===== src/verilog/rsp_pkg.sv =====
// Package for the reset and sleep power control block
package rsp_pkg;
   // Register byte offsets
   localparam logic [11:0] CTRL_OFF   = 12'h000;
   localparam logic [11:0] INPUT_DISABLE_REG_ZERO_OFF  = 12'h004;
   localparam logic [11:0] INPUT_DISABLE_REG_ONE_OFF  = 12'h008;
   localparam logic [11:0] STAT_OFF   = 12'h00c;
   localparam logic [11:0] TOUT_OFF   = 12'h010;
   // Control register fields
   localparam int CTRL_SLEEP_EN_BIT   = 0;
   localparam int CTRL_SLEEP_LO_BIT   = 1;
   localparam int CTRL_JTD_BIT        = 4;
   localparam int CTRL_ACBG_BIT       = 5;
   localparam int CTRL_ACD_BIT        = 6;
   localparam int CTRL_ADC_EN_BIT     = 7;
   localparam int CTRL_WDT_EN_BIT     = 8;
   localparam int CTRL_WIDTH          = 9;
   localparam logic [CTRL_WIDTH-1:0] CTRL_RESET = 9'h000;
   localparam logic [7:0] DIDR_RESET  = 8'h00;
   // Sleep mode encodings
   typedef enum logic [2:0] {
      RSP_SLP_IDLE    = 3'b000,
      RSP_SLP_ADCNR   = 3'b001,
      RSP_SLP_PWRDN   = 3'b010,
      RSP_SLP_PWRSAVE = 3'b011,
      RSP_SLP_STANDBY = 3'b110
   } rsp_sleep_t;
   localparam logic [2:0] BOD_DISABLED = 3'b111;
   // Reset stretcher states
   typedef enum logic [1:0] {
      RSP_ST_HOLD  = 2'b00,
      RSP_ST_COUNT = 2'b01,
      RSP_ST_RUN   = 2'b10
   } rsp_state_t;
   // Time-out counts per fuse selection, in cycles
   localparam int CLK_MHZ        = 200;
   localparam int TOUT_SHORT_NS  = 20;
   localparam int TOUT_MID_NS    = 100;
   localparam int TOUT_LONG_NS   = 400;
   localparam int TOUT_XLONG_NS  = 2000;
   localparam logic [15:0] TOUT_SHORT_CYC = 16'((TOUT_SHORT_NS * CLK_MHZ + 999) / 1000);
   localparam logic [15:0] TOUT_MID_CYC   = 16'((TOUT_MID_NS * CLK_MHZ + 999) / 1000);
   localparam logic [15:0] TOUT_LONG_CYC  = 16'((TOUT_LONG_NS * CLK_MHZ + 999) / 1000);
   localparam logic [15:0] TOUT_XLONG_CYC = 16'((TOUT_XLONG_NS * CLK_MHZ + 999) / 1000);
   localparam int NUM_SOURCES    = 5;
endpackage : rsp_pkg


===== src/verilog/rsp_ctrl.sv =====
// Reset combiner, time-out stretcher and sleep power gating
`timescale 1ns/1ps
module rsp_ctrl (
   input  wire logic        hclk,
   input  wire logic        hresetn,
   input  wire logic [31:0] haddr,
   input  wire logic [1:0]  htrans,
   input  wire logic        hwrite,
   input  wire logic [2:0]  hsize,
   input  wire logic [31:0] hwdata,
   input  wire logic        hsel,
   input  wire logic        hready,
   output logic [31:0]      hrdata,
   output logic             hreadyout,
   output logic             hresp,
   input  wire logic        por_n,
   input  wire logic        ext_reset_n,
   input  wire logic        wdt_expire,
   input  wire logic        bod_low,
   input  wire logic        jtag_reset_reg,
   input  wire logic [2:0]  brownout_level_fuses,
   input  wire logic [1:0]  startup_time_fuses,
   input  wire logic [3:0]  clock_select_fuses,
   input  wire logic        debug_enable_fuse,
   input  wire logic        jtag_enable_fuse,
   input  wire logic        tap_shifting,
   input  wire logic        tdo_data,
   input  wire logic [7:0]  wake_pin_mask,
   output logic             port_reset_n,
   output logic             core_reset_n,
   output logic             tdo_out,
   output logic             tdo_oe,
   output logic             jtag_enabled,
   output logic [7:0]       buf_enable_zero,
   output logic [7:0]       buf_enable_one,
   output logic             comp_enable,
   output logic             vref_enable,
   output logic             bod_enable,
   output logic             wdt_run,
   output logic             main_clk_enable
);
   import rsp_pkg::*;

   // Port reset path: the five sources are pure gates into an async clear, no clock needed
   logic wdt_req;
   logic bod_req;
   logic any_req;
   logic ctrl_wdt_en;
   logic bod_on;
   assign bod_on  = (brownout_level_fuses != BOD_DISABLED);
   assign wdt_req = wdt_expire & ctrl_wdt_en;
   assign bod_req = bod_low & bod_on;
   assign any_req = ~por_n | ~ext_reset_n | wdt_req | bod_req
                    | jtag_reset_reg;

   // Async reset of the stretcher; pin and POR act even with hclk stopped
   logic arst_n;
   assign arst_n = hresetn & por_n & ext_reset_n;

   rsp_state_t  state_reg, state_next;
   logic [15:0] cnt_reg, cnt_next;
   logic [15:0] term_cnt;
   logic        core_rst_n_next;

   // Terminal count from combined fuse setting
   always_comb begin
      case ({startup_time_fuses, clock_select_fuses[0]})
         3'b000, 3'b001: term_cnt = TOUT_SHORT_CYC;
         3'b010, 3'b011: term_cnt = TOUT_MID_CYC;
         3'b100, 3'b101: term_cnt = TOUT_LONG_CYC;
         default:        term_cnt = TOUT_XLONG_CYC;
      endcase
   end

   always_comb begin
      state_next = state_reg;
      cnt_next   = cnt_reg;
      case (state_reg)
         RSP_ST_HOLD: begin
            cnt_next = 16'h0000;
            if (!any_req) begin
               state_next = RSP_ST_COUNT;
            end
         end
         RSP_ST_COUNT: begin
            if (any_req) begin
               state_next = RSP_ST_HOLD;
               cnt_next   = 16'h0000;
            end else if (cnt_reg + 16'h0001 >= term_cnt) begin
               state_next = RSP_ST_RUN;
            end else begin
               cnt_next = cnt_reg + 16'h0001;
            end
         end
         default: begin
            if (any_req) begin
               state_next = RSP_ST_HOLD;
            end
         end
      endcase
      core_rst_n_next = (state_next == RSP_ST_RUN);
   end

   always_ff @(posedge hclk or negedge arst_n) begin
      if (!arst_n) begin
         state_reg    <= RSP_ST_HOLD;
         cnt_reg      <= 16'h0000;
         core_reset_n <= 1'b0;
      end else begin
         state_reg    <= state_next;
         cnt_reg      <= cnt_next;
         core_reset_n <= core_rst_n_next;
      end
   end

   // Port reset: async assert from any source, sync release
   // Release waits two edges so a runt request cannot glitch the pins
   logic port_sync_reg;
   logic any_req_n;
   assign any_req_n = ~any_req;
   always_ff @(posedge hclk or posedge any_req) begin
      if (any_req) begin
         port_sync_reg <= 1'b0;
         port_reset_n  <= 1'b0;
      end else begin
         port_sync_reg <= any_req_n;
         port_reset_n  <= port_sync_reg;
      end
   end

   // Register bus slave
   // Zero wait states: read data is registered at the address phase edge
   logic                  ap_wr_reg, ap_wr_next;
   logic [11:0]           ap_addr_reg, ap_addr_next;
   logic [CTRL_WIDTH-1:0] ctrl_reg, ctrl_next;
   logic [7:0]            input_disable_reg_zero_reg, input_disable_reg_zero_next;
   logic [7:0]            input_disable_reg_one_reg, input_disable_reg_one_next;
   logic [31:0]           rdata_next;
   logic                  ap_take;
   assign ap_take     = hsel & hready & htrans[1];
   assign ctrl_wdt_en = ctrl_reg[CTRL_WDT_EN_BIT];

   always_comb begin
      ap_wr_next   = ap_take & hwrite;
      ap_addr_next = ap_take ? haddr[11:0] : ap_addr_reg;
      ctrl_next    = ctrl_reg;
      input_disable_reg_zero_next   = input_disable_reg_zero_reg;
      input_disable_reg_one_next   = input_disable_reg_one_reg;
      if (ap_wr_reg) begin
         if (ap_addr_reg == CTRL_OFF) begin
            ctrl_next = hwdata[CTRL_WIDTH-1:0];
         end else if (ap_addr_reg == INPUT_DISABLE_REG_ZERO_OFF) begin
            input_disable_reg_zero_next = hwdata[7:0];
         end else if (ap_addr_reg == INPUT_DISABLE_REG_ONE_OFF) begin
            input_disable_reg_one_next = hwdata[7:0];
         end
      end
      rdata_next = 32'h0000_0000;
      if (ap_take && !hwrite) begin
         if (haddr[11:0] == CTRL_OFF) begin
            rdata_next = {23'h000000, ctrl_reg};
         end else if (haddr[11:0] == INPUT_DISABLE_REG_ZERO_OFF) begin
            rdata_next = {24'h000000, input_disable_reg_zero_reg};
         end else if (haddr[11:0] == INPUT_DISABLE_REG_ONE_OFF) begin
            rdata_next = {24'h000000, input_disable_reg_one_reg};
         end else if (haddr[11:0] == STAT_OFF) begin
            rdata_next = {24'h000000, vref_enable, comp_enable, jtag_enabled,
                          main_clk_enable, 2'b00, state_reg};
         end else if (haddr[11:0] == TOUT_OFF) begin
            rdata_next = {16'h0000, term_cnt};
         end
      end
   end

   // Registers sit in the core reset domain so they return to initial values
   always_ff @(posedge hclk or negedge core_reset_n) begin
      if (!core_reset_n) begin
         ap_wr_reg   <= 1'b0;
         ap_addr_reg <= 12'h000;
         ctrl_reg    <= CTRL_RESET;
         input_disable_reg_zero_reg   <= DIDR_RESET;
         input_disable_reg_one_reg   <= DIDR_RESET;
         hrdata      <= 32'h0000_0000;
      end else begin
         ap_wr_reg   <= ap_wr_next;
         ap_addr_reg <= ap_addr_next;
         ctrl_reg    <= ctrl_next;
         input_disable_reg_zero_reg   <= input_disable_reg_zero_next;
         input_disable_reg_one_reg   <= input_disable_reg_one_next;
         hrdata      <= rdata_next;
      end
   end

   // Sleep power gating
   logic       sleeping;
   logic [2:0] sleep_select_bits;
   logic       deep_sleep;
   logic       io_adc_stopped;
   logic       jtag_on;
   logic       comp_on;
   logic       adc_on;
   assign sleeping          = ctrl_reg[CTRL_SLEEP_EN_BIT];
   assign sleep_select_bits = ctrl_reg[CTRL_SLEEP_LO_BIT+2:CTRL_SLEEP_LO_BIT];
   assign adc_on            = ctrl_reg[CTRL_ADC_EN_BIT];
   assign jtag_on           = jtag_enable_fuse & ~ctrl_reg[CTRL_JTD_BIT];

   // Unknown select codes behave as Idle, the safe shallow choice
   always_comb begin
      case (sleep_select_bits)
         RSP_SLP_IDLE:    begin deep_sleep = 1'b0; io_adc_stopped = 1'b0; end
         RSP_SLP_ADCNR:   begin deep_sleep = 1'b0; io_adc_stopped = 1'b0; end
         RSP_SLP_PWRDN:   begin deep_sleep = 1'b1; io_adc_stopped = 1'b1; end
         RSP_SLP_PWRSAVE: begin deep_sleep = 1'b1; io_adc_stopped = 1'b1; end
         RSP_SLP_STANDBY: begin deep_sleep = 1'b1; io_adc_stopped = 1'b1; end
         default:         begin deep_sleep = 1'b0; io_adc_stopped = 1'b0; end
      endcase
      deep_sleep     = deep_sleep & sleeping;
      io_adc_stopped = io_adc_stopped & sleeping;
   end

   assign comp_on = ~ctrl_reg[CTRL_ACD_BIT] & ~deep_sleep;

   logic [7:0] buf0_next;
   logic [7:0] buf1_next;
   genvar gi;
   generate
      for (gi = 0; gi < 8; gi++) begin : g_buf
         assign buf0_next[gi] = ~input_disable_reg_zero_reg[gi]
                                & (~io_adc_stopped | wake_pin_mask[gi]);
         assign buf1_next[gi] = ~input_disable_reg_one_reg[gi] & ~io_adc_stopped;
      end
   endgenerate

   always_ff @(posedge hclk or negedge core_reset_n) begin
      if (!core_reset_n) begin
         tdo_out         <= 1'b0;
         tdo_oe          <= 1'b0;
         jtag_enabled    <= 1'b0;
         buf_enable_zero <= 8'h00;
         buf_enable_one  <= 8'h00;
         comp_enable     <= 1'b0;
         vref_enable     <= 1'b0;
         bod_enable      <= 1'b0;
         wdt_run         <= 1'b0;
         main_clk_enable <= 1'b1;
         hreadyout       <= 1'b1;
         hresp           <= 1'b0;
      end else begin
         tdo_out         <= tdo_data;
         tdo_oe          <= jtag_on & tap_shifting;
         jtag_enabled    <= jtag_on;
         buf_enable_zero <= buf0_next;
         buf_enable_one  <= buf1_next;
         comp_enable     <= comp_on;
         // Internal reference stays up for comparator bandgap use even asleep
         vref_enable     <= bod_on | (ctrl_reg[CTRL_ACBG_BIT] & ~ctrl_reg[CTRL_ACD_BIT])
                            | adc_on;
         bod_enable      <= bod_on;
         wdt_run         <= ctrl_wdt_en;
         main_clk_enable <= ~sleeping | (debug_enable_fuse & jtag_on)
                            | (sleep_select_bits == RSP_SLP_STANDBY)
                            | ~deep_sleep;
         hreadyout       <= 1'b1;
         hresp           <= 1'b0;
      end
   end

   // Port pins drop at once and stay low one edge beyond the request
   property p_port_reset;
      @(posedge hclk) any_req |-> ##1 !port_reset_n;
   endproperty
   a_port_reset: assert property (p_port_reset) else $error("port reset not low after request");
   property p_core_held;
      @(posedge hclk) disable iff (!arst_n) any_req |=> !core_reset_n;
   endproperty
   a_core_held: assert property (p_core_held) else $error("core released while source active");
   property p_wdt_gate;
      @(posedge hclk) disable iff (!arst_n) (wdt_expire && !ctrl_wdt_en && por_n && ext_reset_n
         && !bod_req && !jtag_reset_reg && state_reg == RSP_ST_RUN) |=> core_reset_n;
   endproperty
   a_wdt_gate: assert property (p_wdt_gate) else $error("disabled watchdog reset");
   // Output enable follows the TAP shift state one edge late
   property p_tdo;
      @(posedge hclk) disable iff (!core_reset_n) tdo_oe |-> $past(jtag_on & tap_shifting);
   endproperty
   a_tdo: assert property (p_tdo) else $error("tdo driven outside shift");
   property p_jtag_off;
      @(posedge hclk) disable iff (!core_reset_n) !jtag_enable_fuse ##1 !jtag_enable_fuse |-> !jtag_enabled;
   endproperty
   a_jtag_off: assert property (p_jtag_off) else $error("jtag on with fuse clear");
   property p_bod;
      @(posedge hclk) disable iff (!core_reset_n) $past(bod_on) && $past(core_reset_n) |-> bod_enable;
   endproperty
   a_bod: assert property (p_bod) else $error("bod off while fused");
   property p_vref;
      @(posedge hclk) disable iff (!core_reset_n) vref_enable |-> $past(bod_on | adc_on | ctrl_reg[CTRL_ACBG_BIT]);
   endproperty
   a_vref: assert property (p_vref) else $error("vref on without user");
   property p_restart;
      @(posedge hclk) disable iff (!arst_n) (state_reg == RSP_ST_COUNT && any_req) |=> cnt_reg == 16'h0000;
   endproperty
   a_restart: assert property (p_restart) else $error("counter not restarted");
   // Pin and supply monitor act without waiting for a clock edge
   property p_pin_async;
      @(posedge hclk) (!ext_reset_n || !por_n) |-> !core_reset_n;
   endproperty
   a_pin_async: assert property (p_pin_async) else $error("core not held by pin or supply");
   property p_release;
      @(posedge hclk) disable iff (!arst_n) $rose(core_reset_n) |->
         $past(state_reg) == RSP_ST_COUNT && $past(cnt_reg) + 16'h0001 >= $past(term_cnt);
   endproperty
   a_release: assert property (p_release) else $error("core released before time-out");
   property p_wdt_pulse;
      @(posedge hclk) disable iff (!arst_n) (wdt_req && state_reg == RSP_ST_RUN) |=> state_reg == RSP_ST_HOLD;
   endproperty
   a_wdt_pulse: assert property (p_wdt_pulse) else $error("watchdog pulse ignored");
   property p_wdt_run;
      @(posedge hclk) disable iff (!core_reset_n) $past(core_reset_n) |-> wdt_run == $past(ctrl_wdt_en);
   endproperty
   a_wdt_run: assert property (p_wdt_run) else $error("watchdog stopped while enabled");
   property p_comp_deep;
      @(posedge hclk) disable iff (!core_reset_n) $past(core_reset_n) && $past(deep_sleep) |-> !comp_enable;
   endproperty
   a_comp_deep: assert property (p_comp_deep) else $error("comparator on in deep sleep");
   // Only wake-up pins may keep a buffer once both clocks stop
   property p_buf_sleep;
      @(posedge hclk) disable iff (!core_reset_n) $past(core_reset_n) && $past(io_adc_stopped)
         |-> (buf_enable_zero & ~$past(wake_pin_mask)) == 8'h00 && buf_enable_one == 8'h00;
   endproperty
   a_buf_sleep: assert property (p_buf_sleep) else $error("input buffer on in deep sleep");
   property p_didr;
      @(posedge hclk) disable iff (!core_reset_n) $past(core_reset_n) |->
         (buf_enable_zero & $past(input_disable_reg_zero_reg)) == 8'h00 && (buf_enable_one & $past(input_disable_reg_one_reg)) == 8'h00;
   endproperty
   a_didr: assert property (p_didr) else $error("disabled input buffer on");
   property p_dbg_clk;
      @(posedge hclk) disable iff (!core_reset_n) $past(core_reset_n) && $past(debug_enable_fuse & jtag_on)
         |-> main_clk_enable;
   endproperty
   a_dbg_clk: assert property (p_dbg_clk) else $error("main clock stopped with debug on");
   c_release: cover property (@(posedge hclk) $rose(core_reset_n));
   c_restart: cover property (@(posedge hclk) state_reg == RSP_ST_COUNT && any_req);
   c_deep:    cover property (@(posedge hclk) deep_sleep);
   c_wdt:     cover property (@(posedge hclk) wdt_req && state_reg == RSP_ST_RUN);
   c_bufs:    cover property (@(posedge hclk) io_adc_stopped && |wake_pin_mask);
endmodule : rsp_ctrl


===== config.mk =====
export PLATFORM = sky130hd
export DESIGN_NAME = rsp_ctrl
export DESIGN_NICKNAME = d
export VERILOG_FILES = /design/src/verilog/rsp_pkg.sv /design/src/verilog/rsp_ctrl.sv
export SDC_FILE = /design/constraint.sdc
export NUM_CORES = 1
export LEC_CHECK = 0
export BUFFER_PORTS_ARGS = -buffer_cell sky130_fd_sc_hd__buf_2
export CAP_MARGIN = 40
export CORE_MARGIN = 2
export CORE_UTILIZATION = 45
export CTS_BUF_LIST = sky130_fd_sc_hd__clkbuf_8
export DETAILED_ROUTE_END_ITERATION = 10
export GPL_TIMING_DRIVEN = 0
export PLACE_DENSITY = 0.77
export SLEW_MARGIN = 30
export SYNTH_ARGS = -nofsm -noshare
export SYNTH_HDL_FRONTEND = slang
export SYNTH_SLANG_ARGS = --single-unit

===== constraint.sdc =====
create_clock -name hclk -period 2.64 [get_ports hclk]
set_clock_uncertainty 0.2 [all_clocks]
set_input_delay 0.528 -clock hclk [delete_from_list [all_inputs] [get_ports hclk]]
set_output_delay 0.528 -clock hclk [all_outputs]
set_load 0.01 [all_outputs]

* Word level (Yosys, flattened, before mapping)
Cells that the tools add are included.
Storage, ports and cells: ROM bits 0, output and inout bits 60, bits in latches 0, flip-flop bits (word level) 115, RAM bits 0, memories 0, input port bits 100
Cells by class: reductions and logical operators 15, multiplexer cells 16, equality and inequality tests 18, add/subtract/negate cells 1, bitwise operators 71, multipliers 0, order comparisons 1, shift operators 0, div/mod/pow operators 0
Operators by type and width (count):
- two-way mux 16 bit | 8
- equality test 12 x 4 -> 1 bit (second input constant) | 3
- case mux 16 bit (2 select lines) | 1
- AND 1 bit | 29
- case mux 9 bit (3 select lines) | 1
- NOT 1 bit | 25
- equality test 12 x 3 -> 1 bit (second input constant) | 2
- zero test 12 bit | 2
- bitwise OR 1 bit | 17
- adder 16 x 1 -> 16 bit (second input constant) | 1
- greater-or-equal comparator 16 bit | 1
- equality test 12 x 5 -> 1 bit (second input constant) | 1
- equality test 3 x 2 -> 1 bit (second input constant) | 4
- equality test 3 bit (second input constant) | 3
- two-way mux 2 bit | 4
- != test 3 bit (second input constant) | 2
- OR reduction 2 bit | 3
- case mux 2 bit (2 select lines) | 1
- AND reduction 2 bit | 2
- AND reduction 4 bit | 1
- equality test 3 x 1 -> 1 bit (second input constant) | 1
- zero test 3 bit | 1
- AND reduction 3 bit | 1
- OR reduction 3 bit | 1
- other kinds (7) | 7

* Logic depth before layout (Yosys ltp)
Gate-level depths: netlist of run 1.
depth in word-level cells 9, mapped depth 12, depth with buffers taken out 10

* Least setup slack after synthesis of run 1
OpenSTA, ideal clock, no wires.
path type flip-flop to flip-flop, start register cnt_reg[1], end register cnt_reg[1], setup time 0.080 ns, path slack -0.360 ns, clock period less this slack 3.000 ns, arrival 2.719 ns, buffers on the path 1, stages on the path, launching flop included 12, cell sequence dfrtp_1 > ha_1 > nand3_1 > nor2_1 > nand2_1 > xor2_1 > inv_1 > ha_1 > or4_1 > buf_2 > or4_4 > o211ai_2
On the way: word-level cells in the longest chain between the ends 4, elaborated cells on any way between the ends 7
RTL lines:
- start: declaration | RTL line rsp_ctrl.sv:61 | logic [15:0] cnt_reg, cnt_next;
- start signal: assignment | RTL line rsp_ctrl.sv:111 | cnt_reg <= cnt_next;
- adder 16 x 1 -> 16 bit * | RTL line rsp_ctrl.sv:89, rsp_ctrl.sv:92
- greater-or-equal comparator 16 bit / two-way mux 16 bit (equally long branches) | RTL line rsp_ctrl.sv:89 | end else if (cnt_reg + 16'h0001 >= term_cnt) begin
- != test 3 bit (no source line) / two-way mux 16 bit (equally long branches)
- AND reduction 2 bit (no source line) / case mux 16 bit (2 select lines) (equally long branches)
Mark *: on every way between the ends. The rest lies on a longest branch, timed or not. The select of a mux whose other input is x is not followed. A chain may end at the register's enable or synchronous reset.

* Worst setup path in the final report of run 1
Same ends and word-level chain as after synthesis.

==> key figures, run 1 <==
Route
  – Via/cell ratio: 5.21
  – Drt first pass iters: 4
  – Via Count: 3,443
  – Starting DRT DRC Count: 248
  – WL/cell: 15.7 um
  – Routed Antenna Nets: 0
  – Final wirelength: 10,400 um
  – Post-route DRC: 0

Synth
  – Synth cell count leaders: dfrtp_1, nor2_1, mux2_2
  – Post-synth EDFFs: 0
  – Adder-Cell Fraction of Synth Area: 2.01%
  – Yosys top cell area share: 52.3%
  – Post-synthesis average cell area: 11.1 um^2
  – Post-synthesis compound-gate area fraction: 10.5%
  – Post-synthesis xor/xnor area fraction: 2.01%
  – Synth unique cells: 58
  – Largest family of logic cells by synthesized area: simple AND/OR/NAND/NOR gates
  – YS warnings: 0
  – Most common cell in the netlist: dfrtp_1
  – Mux cell area share after synthesis: 11.0%
  – Async S/R FF share, synth: 100%
  – Top cells by area, synth: dfrtp_1, mux2_2, buf_4
  – Simple-gate share of the synthesized area: 14.8%
  – Register area share after synthesis: 52.9%
  – Seq cells post-synth: 92
  – Primary FF master, synth: dfrtp_1
  – Mapped Cells: 391
  – Post-synth top area cell: dfrtp_1
  – Mapped Area: 0.00435 mm^2

Power and ir drop
  – Power per cell area: 508 mW/mm^2
  – Leakage power: 0.00274 uW
  – Peak supply drop: 322 uV
  – Pint: 2170 uW
  – Part of the power in registers: 53.6%
  – Clock power share: 36.8%
  – Switch Pwr: 697 uW
  – Switching part of the total: 24.3%
  – Total power draw: 2870 uW
  – Combinational power share: 9.6%

Floorplan
  – Initial Util: 46.7%
  – Die Y-Extent: 102 um
  – DIE WIDTH: 102 um
  – I/O pins: 160
  – Site Rows: 35
  – Core area: 0.00933 mm^2
  – Die area: 0.0105 mm^2

Critical path
  – Crit end category: flip-flop
  – Register-to-register setup slack: -0.31 ns
  – Critical Path RT: 2.72 ns
  – R2R Path Start: cnt_reg[1]
  – Crit Path Class: flip-flop to flip-flop
  – Max incr delay on CP: 0.53 ns
  – Worst path slowest cell: or4_4
  – Critical Path Start: cnt_reg[1]
  – Worst R2R End: cnt_reg[1]
  – Cell chain of the critical path: ha_4, nand3_4, xnor2_2, ha_1, inv_1, a31oi_1, o311a_1, o311a_4, or4_4, o211ai_2
  – Worst Reg-to-Reg Cells: 10
  – Arrival time worst endpoint: 3.03 ns
  – Worst Path Max Fanout: 7
  – Startpoint type of the worst setup path: flip-flop

Flow run
  – Max-cap viol count: 0

Final layout
  – Final instance area: 0.00565 mm^2
  – Share of layout cells above drive strength 1: 42.3%
  – Multi-input combinational cell area: 0.00203 mm^2
  – Flip-flop count of the largest register after layout: 16
  – # fillers: 755
  – Register area: 0.00231 mm^2
  – Final #Nets: 634
  – Synth-to-layout area growth: 29.7%
  – Antenna diodes: 0

Timing
  – Unrepaired setup endpoints after global routing: yes
  – Slew margin rel.: 56.8%
  – Measured slew at the worst slew-check pin: 0.639 ns
  – Crit share post-route: 112%
  – Post-Route Setup TNS: -3.40 ns
  – Final hold violations: 0
  – Slew Viols, Final: 0
  – Min Tclk post-route: 2.95 ns
  – Maximum clock rate: 0.339 GHz
  – WHS: 0.0221 ns
  – Worst Slack Setup Final: -0.306 ns
  – Final setup viols: 19

Clock network
  – Clock tree from TritonCTS: built
  – TritonCTS Buffers: 9
  – Max Buffers Root-to-Sink: 2
  – # clock sinks: 92
  – CTS HTree Levels: 3
  – Hold-fix buffers, CTS: 0
  – Worst-path clk slew: 0.09 ns
  – Clk_lat worst skew: 0.36 ns
  – CTS root buf: clkbuf_8

Run status
  – Failing checks: setup timing
  – Status: finished with violations

Global route
  – Initial antenna violation count: 0
  – Overflow after GRT: 0
  – Vias in the first global route: 3,335
  – Gr usage total: 20.4%
  – First-pass GRT wire length: 16,300 um
  – Largest net degree at the start of global routing: 49

Placement
  – HPWL after DPL: 7300 um
  – Port bufs: 82
  – Dpl cell area: 0.00512 mm^2
  – GP Congestion: 0.843

Hold path
  – Hold Crit Class: primary input to async pin
cells by family (layout without fill, tap and decap cells):
logic type / after synthesis / in the layout
multiplexers: 43 / 43
AO/OA/AOI/OAI: 60 / 61
AND/OR/NAND/NOR: 127 / 127
adder cells (fa/ha/maj): 7 / 7
flip-flops: 92 / 92
other: 2 / 25
buffers and inverters: 50 / 167
XOR/XNOR: 10 / 10
per-layer routing:
layer | global-route usage (%) | part of all wire (%) | vias up
li1 | - | - | 1611
met1 | 27.5 | 45 | 1699
met2 | 33.4 | 48 | 125
met3 | 4.38 | 5.8 | 8
met4 | 5.74 | 0.98 | 0
met5 | 0 | 0 | -
how the worst max path moves through the flow:
| stage | to | slack [ns] | depth (start not counted) |
|---|---|---|---|
| 5_1_grt | cnt_reg[1] | -0.38 | 10 |
| 3_3_place_gp | core_reset_n | -0.79 | 1 |
| 3_5_place_dp | cnt_reg[10] | -0.68 | 11 |
| 4_1_cts | cnt_reg[8] | -0.20 | 10 |
| 6_report | cnt_reg[1] | -0.31 | 10 |
| 2_1_floorplan | cnt_reg[1] | -0.23 | 11 |
power by group through the flow:
stage | Combinational, uW | Clock, uW | Sequential [uW]
final | 275 | 1060 | 1540
after global routing | 300 | 1130 | 1550
after detailed placement | 255 | 0 | 1570
after global placement | 245 | 0 | 1560
after CTS | 273 | 1080 | 1540
after floorplan | 154 | 0 | 1560
cell usage in the layout (no fill, tap or decap), drive strengths merged, types with 5 or more instances in the layout:
cell      n
buf     129
dfrtp    91
nor2     41
mux2     39
nand2    26
conb     25
clkbuf   18
inv      15
o21ai    13
nor3     11
nand3    11
a21boi    8
xnor2     7
ha        7
o211ai    7
nand2b    5
or4       5
area by class of cell:
cell class | count | area share [%]
sequential | 92 | 41.0
tap | 129 | 2.86
clock inverter | 7 | 1.75
timing repair buffer | 102 | 10.9
clock buffer | 9 | 2.19
multi-input combinational | 273 | 35.9
inverter | 13 | 0.864
buffer | 36 | 4.63
worst max-delay path: cells and delay by family, from the launching register on:
kind            cells  cell delay (ns)
simple gates        2             0.66
xor+xnor            1             0.23
fa+ha+maj           2             0.44
buf+inv             1             0.05
compound gates      4             0.87
flops               1             0.41
what timing repair did:
item,4_1_cts,5_1_grt
setup endpoints to repair,19,19
buffers inserted,13,3
cloned,1,1
gates resized for setup,39,8
pin swaps,15,9
per-stage QoR:
stage	setup slack (ns)	std cells	util, %
final	-0.306	661	60.6
after global routing	-0.379	661	60.6
after CTS	-0.205	658	59.9
after detailed placement	-0.676	629	54.9
after global placement	-0.793	625	54.2
after floorplan	-0.230	414	-
No activity file was read; power rests on OpenSTA's default activity.
==> run 2, diff against run 1 <==
--- a/config.mk
+++ b/config.mk
@@ -5,14 +5,14 @@
 export SDC_FILE = /design/constraint.sdc
 export NUM_CORES = 1
 export LEC_CHECK = 0
-export BUFFER_PORTS_ARGS = -buffer_cell sky130_fd_sc_hd__buf_2
+export BUFFER_PORTS_ARGS = -buffer_cell sky130_fd_sc_hd__buf_4
 export CAP_MARGIN = 40
 export CORE_MARGIN = 2
 export CORE_UTILIZATION = 45
 export CTS_BUF_LIST = sky130_fd_sc_hd__clkbuf_8
 export DETAILED_ROUTE_END_ITERATION = 10
 export GPL_TIMING_DRIVEN = 0
-export PLACE_DENSITY = 0.77
+export PLACE_DENSITY = 0.74
 export SLEW_MARGIN = 30
 export SYNTH_ARGS = -nofsm -noshare
 export SYNTH_HDL_FRONTEND = slang
==> key figures, run 2 (same netlist as run 1, synthesis figures left out) <==
Power and ir drop
  – Part of the power in registers: 55.0% (+1.4 points)
  – Clock power share: 34.2% (-2.6 points)
  – Switch Pwr: 762 uW (+9.2%)
  – Combinational power share: 10.8% (+1.2 points)
  – Power per cell area: 478 mW/mm^2 (-6.1%)
  – Peak supply drop: 338 uV (+5.0%)
  – Pint: 2040 uW (-6.1%)
  – Leakage power: 0.00280 uW (+2.2%)
  – Switching part of the total: 27.2% (+2.9 points)

Timing
  – Crit share post-route: 109% (-2.9 points)
  – Slew Viols, Final: 0 (unchanged)
  – Final setup viols: 19 (unchanged)
  – Min Tclk post-route: 2.87 ns (-0.0758 ns)
  – Final hold violations: 0 (unchanged)
  – Slew margin rel.: 55.3% (-1.5 points)
  – Unrepaired setup endpoints after global routing: yes
  – Maximum clock rate: 0.348 GHz (+2.6%)
  – Measured slew at the worst slew-check pin: 0.662 ns (+0.0228 ns)
  – WHS: 0.0138 ns (-0.00835 ns)
  – Worst Slack Setup Final: -0.230 ns (+0.0758 ns)

Clock network
  – Max Buffers Root-to-Sink: 2 (unchanged)
  – CTS root buf: clkbuf_8
  – Worst-path clk slew: 0.10 ns (about the same)
  – # clock sinks: 92 (unchanged)
  – CTS HTree Levels: 3 (unchanged)
  – Clock tree from TritonCTS: built
  – Clk_lat worst skew: 0.37 ns (about the same)
  – TritonCTS Buffers: 9 (unchanged)

Global route
  – Overflow after GRT: 0 (unchanged)
  – Met2 GRT Util: 36.0% (+2.6 points)
  – First-pass GRT wire length: 17,400 um (+6.8%)
  – Met3 Use GR: 4.04% (-0.34 points)
  – Initial antenna violation count: 0 (unchanged)
  – Gr usage total: 22.0% (+1.7 points)
  – Met1 usage: 29.8% (+2.3 points)
  – Largest net degree at the start of global routing: 40 (-18%)
  – Global route hottest layer: met2
  – Vias in the first global route: 3,364 (+0.87%)

Route
  – Via Count: 3,445 (+0.058%)
  – Starting DRT DRC Count: 235 (-5.2%)
  – Drt first pass iters: 4 (unchanged)
  – Via/cell ratio: 5.23 (+0.36%)
  – Post-route DRC: 0 (unchanged)
  – Routed Antenna Nets: 0 (unchanged)
  – Final wirelength: 10,800 um (+4.2%)
  – WL/cell: 16.4 um (+4.5%)

Run status
  – Failing checks: setup timing
  – Status: finished with violations

Floorplan
  – Die area: 0.0105 mm^2 (unchanged)
  – Initial Util: 46.7% (unchanged)
  – I/O pins: 160 (unchanged)
  – Die Y-Extent: 102 um (unchanged)
  – Site Rows: 35 (unchanged)
  – Core area: 0.00933 mm^2 (unchanged)
  – DIE WIDTH: 102 um (unchanged)

Critical path
  – Worst Path Max Fanout: 6 (-1)
  – Buf+Inv Stages, Crit Path: 3 (+2)
  – Arrival time worst endpoint: 2.96 ns (-0.07 ns)
  – Startpoint type of the worst setup path: flip-flop
  – Crit end category: flip-flop
  – Critical Path Start: cnt_reg[0]
  – Crit Path Class: flip-flop to flip-flop
  – Critical Path RT: 2.73 ns (about the same)
  – Max incr delay on CP: 0.58 ns (+0.05 ns)
  – Cell chain of the critical path: buf_6, nand4_4, nor3b_2, mux2i_1, o21a_1, or4_4, buf_4, buf_12, o32a_1, o31ai_1
  – R2R Path Start: cnt_reg[0]
  – Worst path slowest cell: or4_4
  – Crit-path leading delay family: simple AND/OR/NAND/NOR gates

Final layout
  – Final #Nets: 632 (-0.32%)
  – # fillers: 722 (-4.4%)
  – Synth-to-layout area growth: 34.8%
  – Commonest non-fill, non-tap cells in the layout: buf_4, dfrtp_1, nor2_1, mux2_2
  – Antenna diodes: 0 (unchanged)
  – Final instance area: 0.00587 mm^2 (+3.9%)
  – Share of layout cells above drive strength 1: 43.0% (+0.73 points)
  – Flip-flop count of the largest register after layout: 16 (unchanged)
  – Most common cell after layout, fill and taps aside: buf_4
  – Register area: 0.00231 mm^2 (unchanged)
  – Multi-input combinational cell area: 0.00207 mm^2 (+2.0%)

Placement
  – Dpl cell area: 0.00532 mm^2 (+3.9%)
  – GP Congestion: 0.857 (+1.6%)
  – Port bufs: 82 (unchanged)
  – HPWL after DPL: 7560 um (+3.6%)

Flow run
  – Max-cap viol count: 0 (unchanged)

Hold path
  – Hold Crit Class: primary input to async pin
## run 2: cell type report
class	instances	area share (%)
plain buffers	35	4.26
clock buffers	9	2.11
clock inverters	7	1.39
inverters	13	0.831
multi-input cells	273	35.2
flip-flops and latches	92	39.4
well taps	129	2.75
repair buffers	101	14.0
## run 2: worst paths after layout
check	end	slack, ns	cells after the start
min reg2reg	input_disable_reg_one_reg[7]	0.08	0
min in group hclk	tdo_out	0.06	1
min	port_sync_reg	0.01	2
max	cnt_reg[7]	-0.23	10
max reg2reg	cnt_reg[7]	-0.23	10
max in group asynchronous	port_reset_n	1.37	3
## run 2: repair_timing
item                       4_1_cts  5_1_grt
hold endpoints to repair         0        0
pin swaps                       12       12
hold buffers                     0        0
cloned                           3        0
buffers inserted                 8        5
gates resized for setup         44        8
setup endpoints to repair       19       19
## run 2: power groups by stage
| stage | Combinational (uW) | Clock, uW | Sequential, uW |
|---|---|---|---|
| 3_5_place_dp | 287 | 0 | 1570 |
| 4_1_cts | 300 | 978 | 1540 |
| 3_3_place_gp | 276 | 0 | 1560 |
| 2_1_floorplan | 154 | 0 | 1560 |
| 6_report | 304 | 958 | 1540 |
| 5_1_grt | 336 | 1050 | 1550 |
## run 2: routing by layer
metal	wire (um)	part of all wire (%)
met1	4660	43
met2	5360	49
met3	645	6.0
met4	170	1.6
met5	0	0
## run 2: metrics by stage
stage | utilization [%] | setup slack [ns] | std cells | TNS [ns] | power (uW)
3_3_place_gp | 56.4 | -0.788 | 625 | -42.12 | 1840
4_1_cts | 62.2 | -0.226 | 655 | -1.91 | 2820
2_1_floorplan | - | -0.230 | 414 | -2.96 | 1720
6_report | 62.9 | -0.230 | 659 | -3.45 | 2800
3_5_place_dp | 57.0 | -0.674 | 629 | -10.43 | 1860
5_1_grt | 62.9 | -0.352 | 659 | -5.61 | 2930
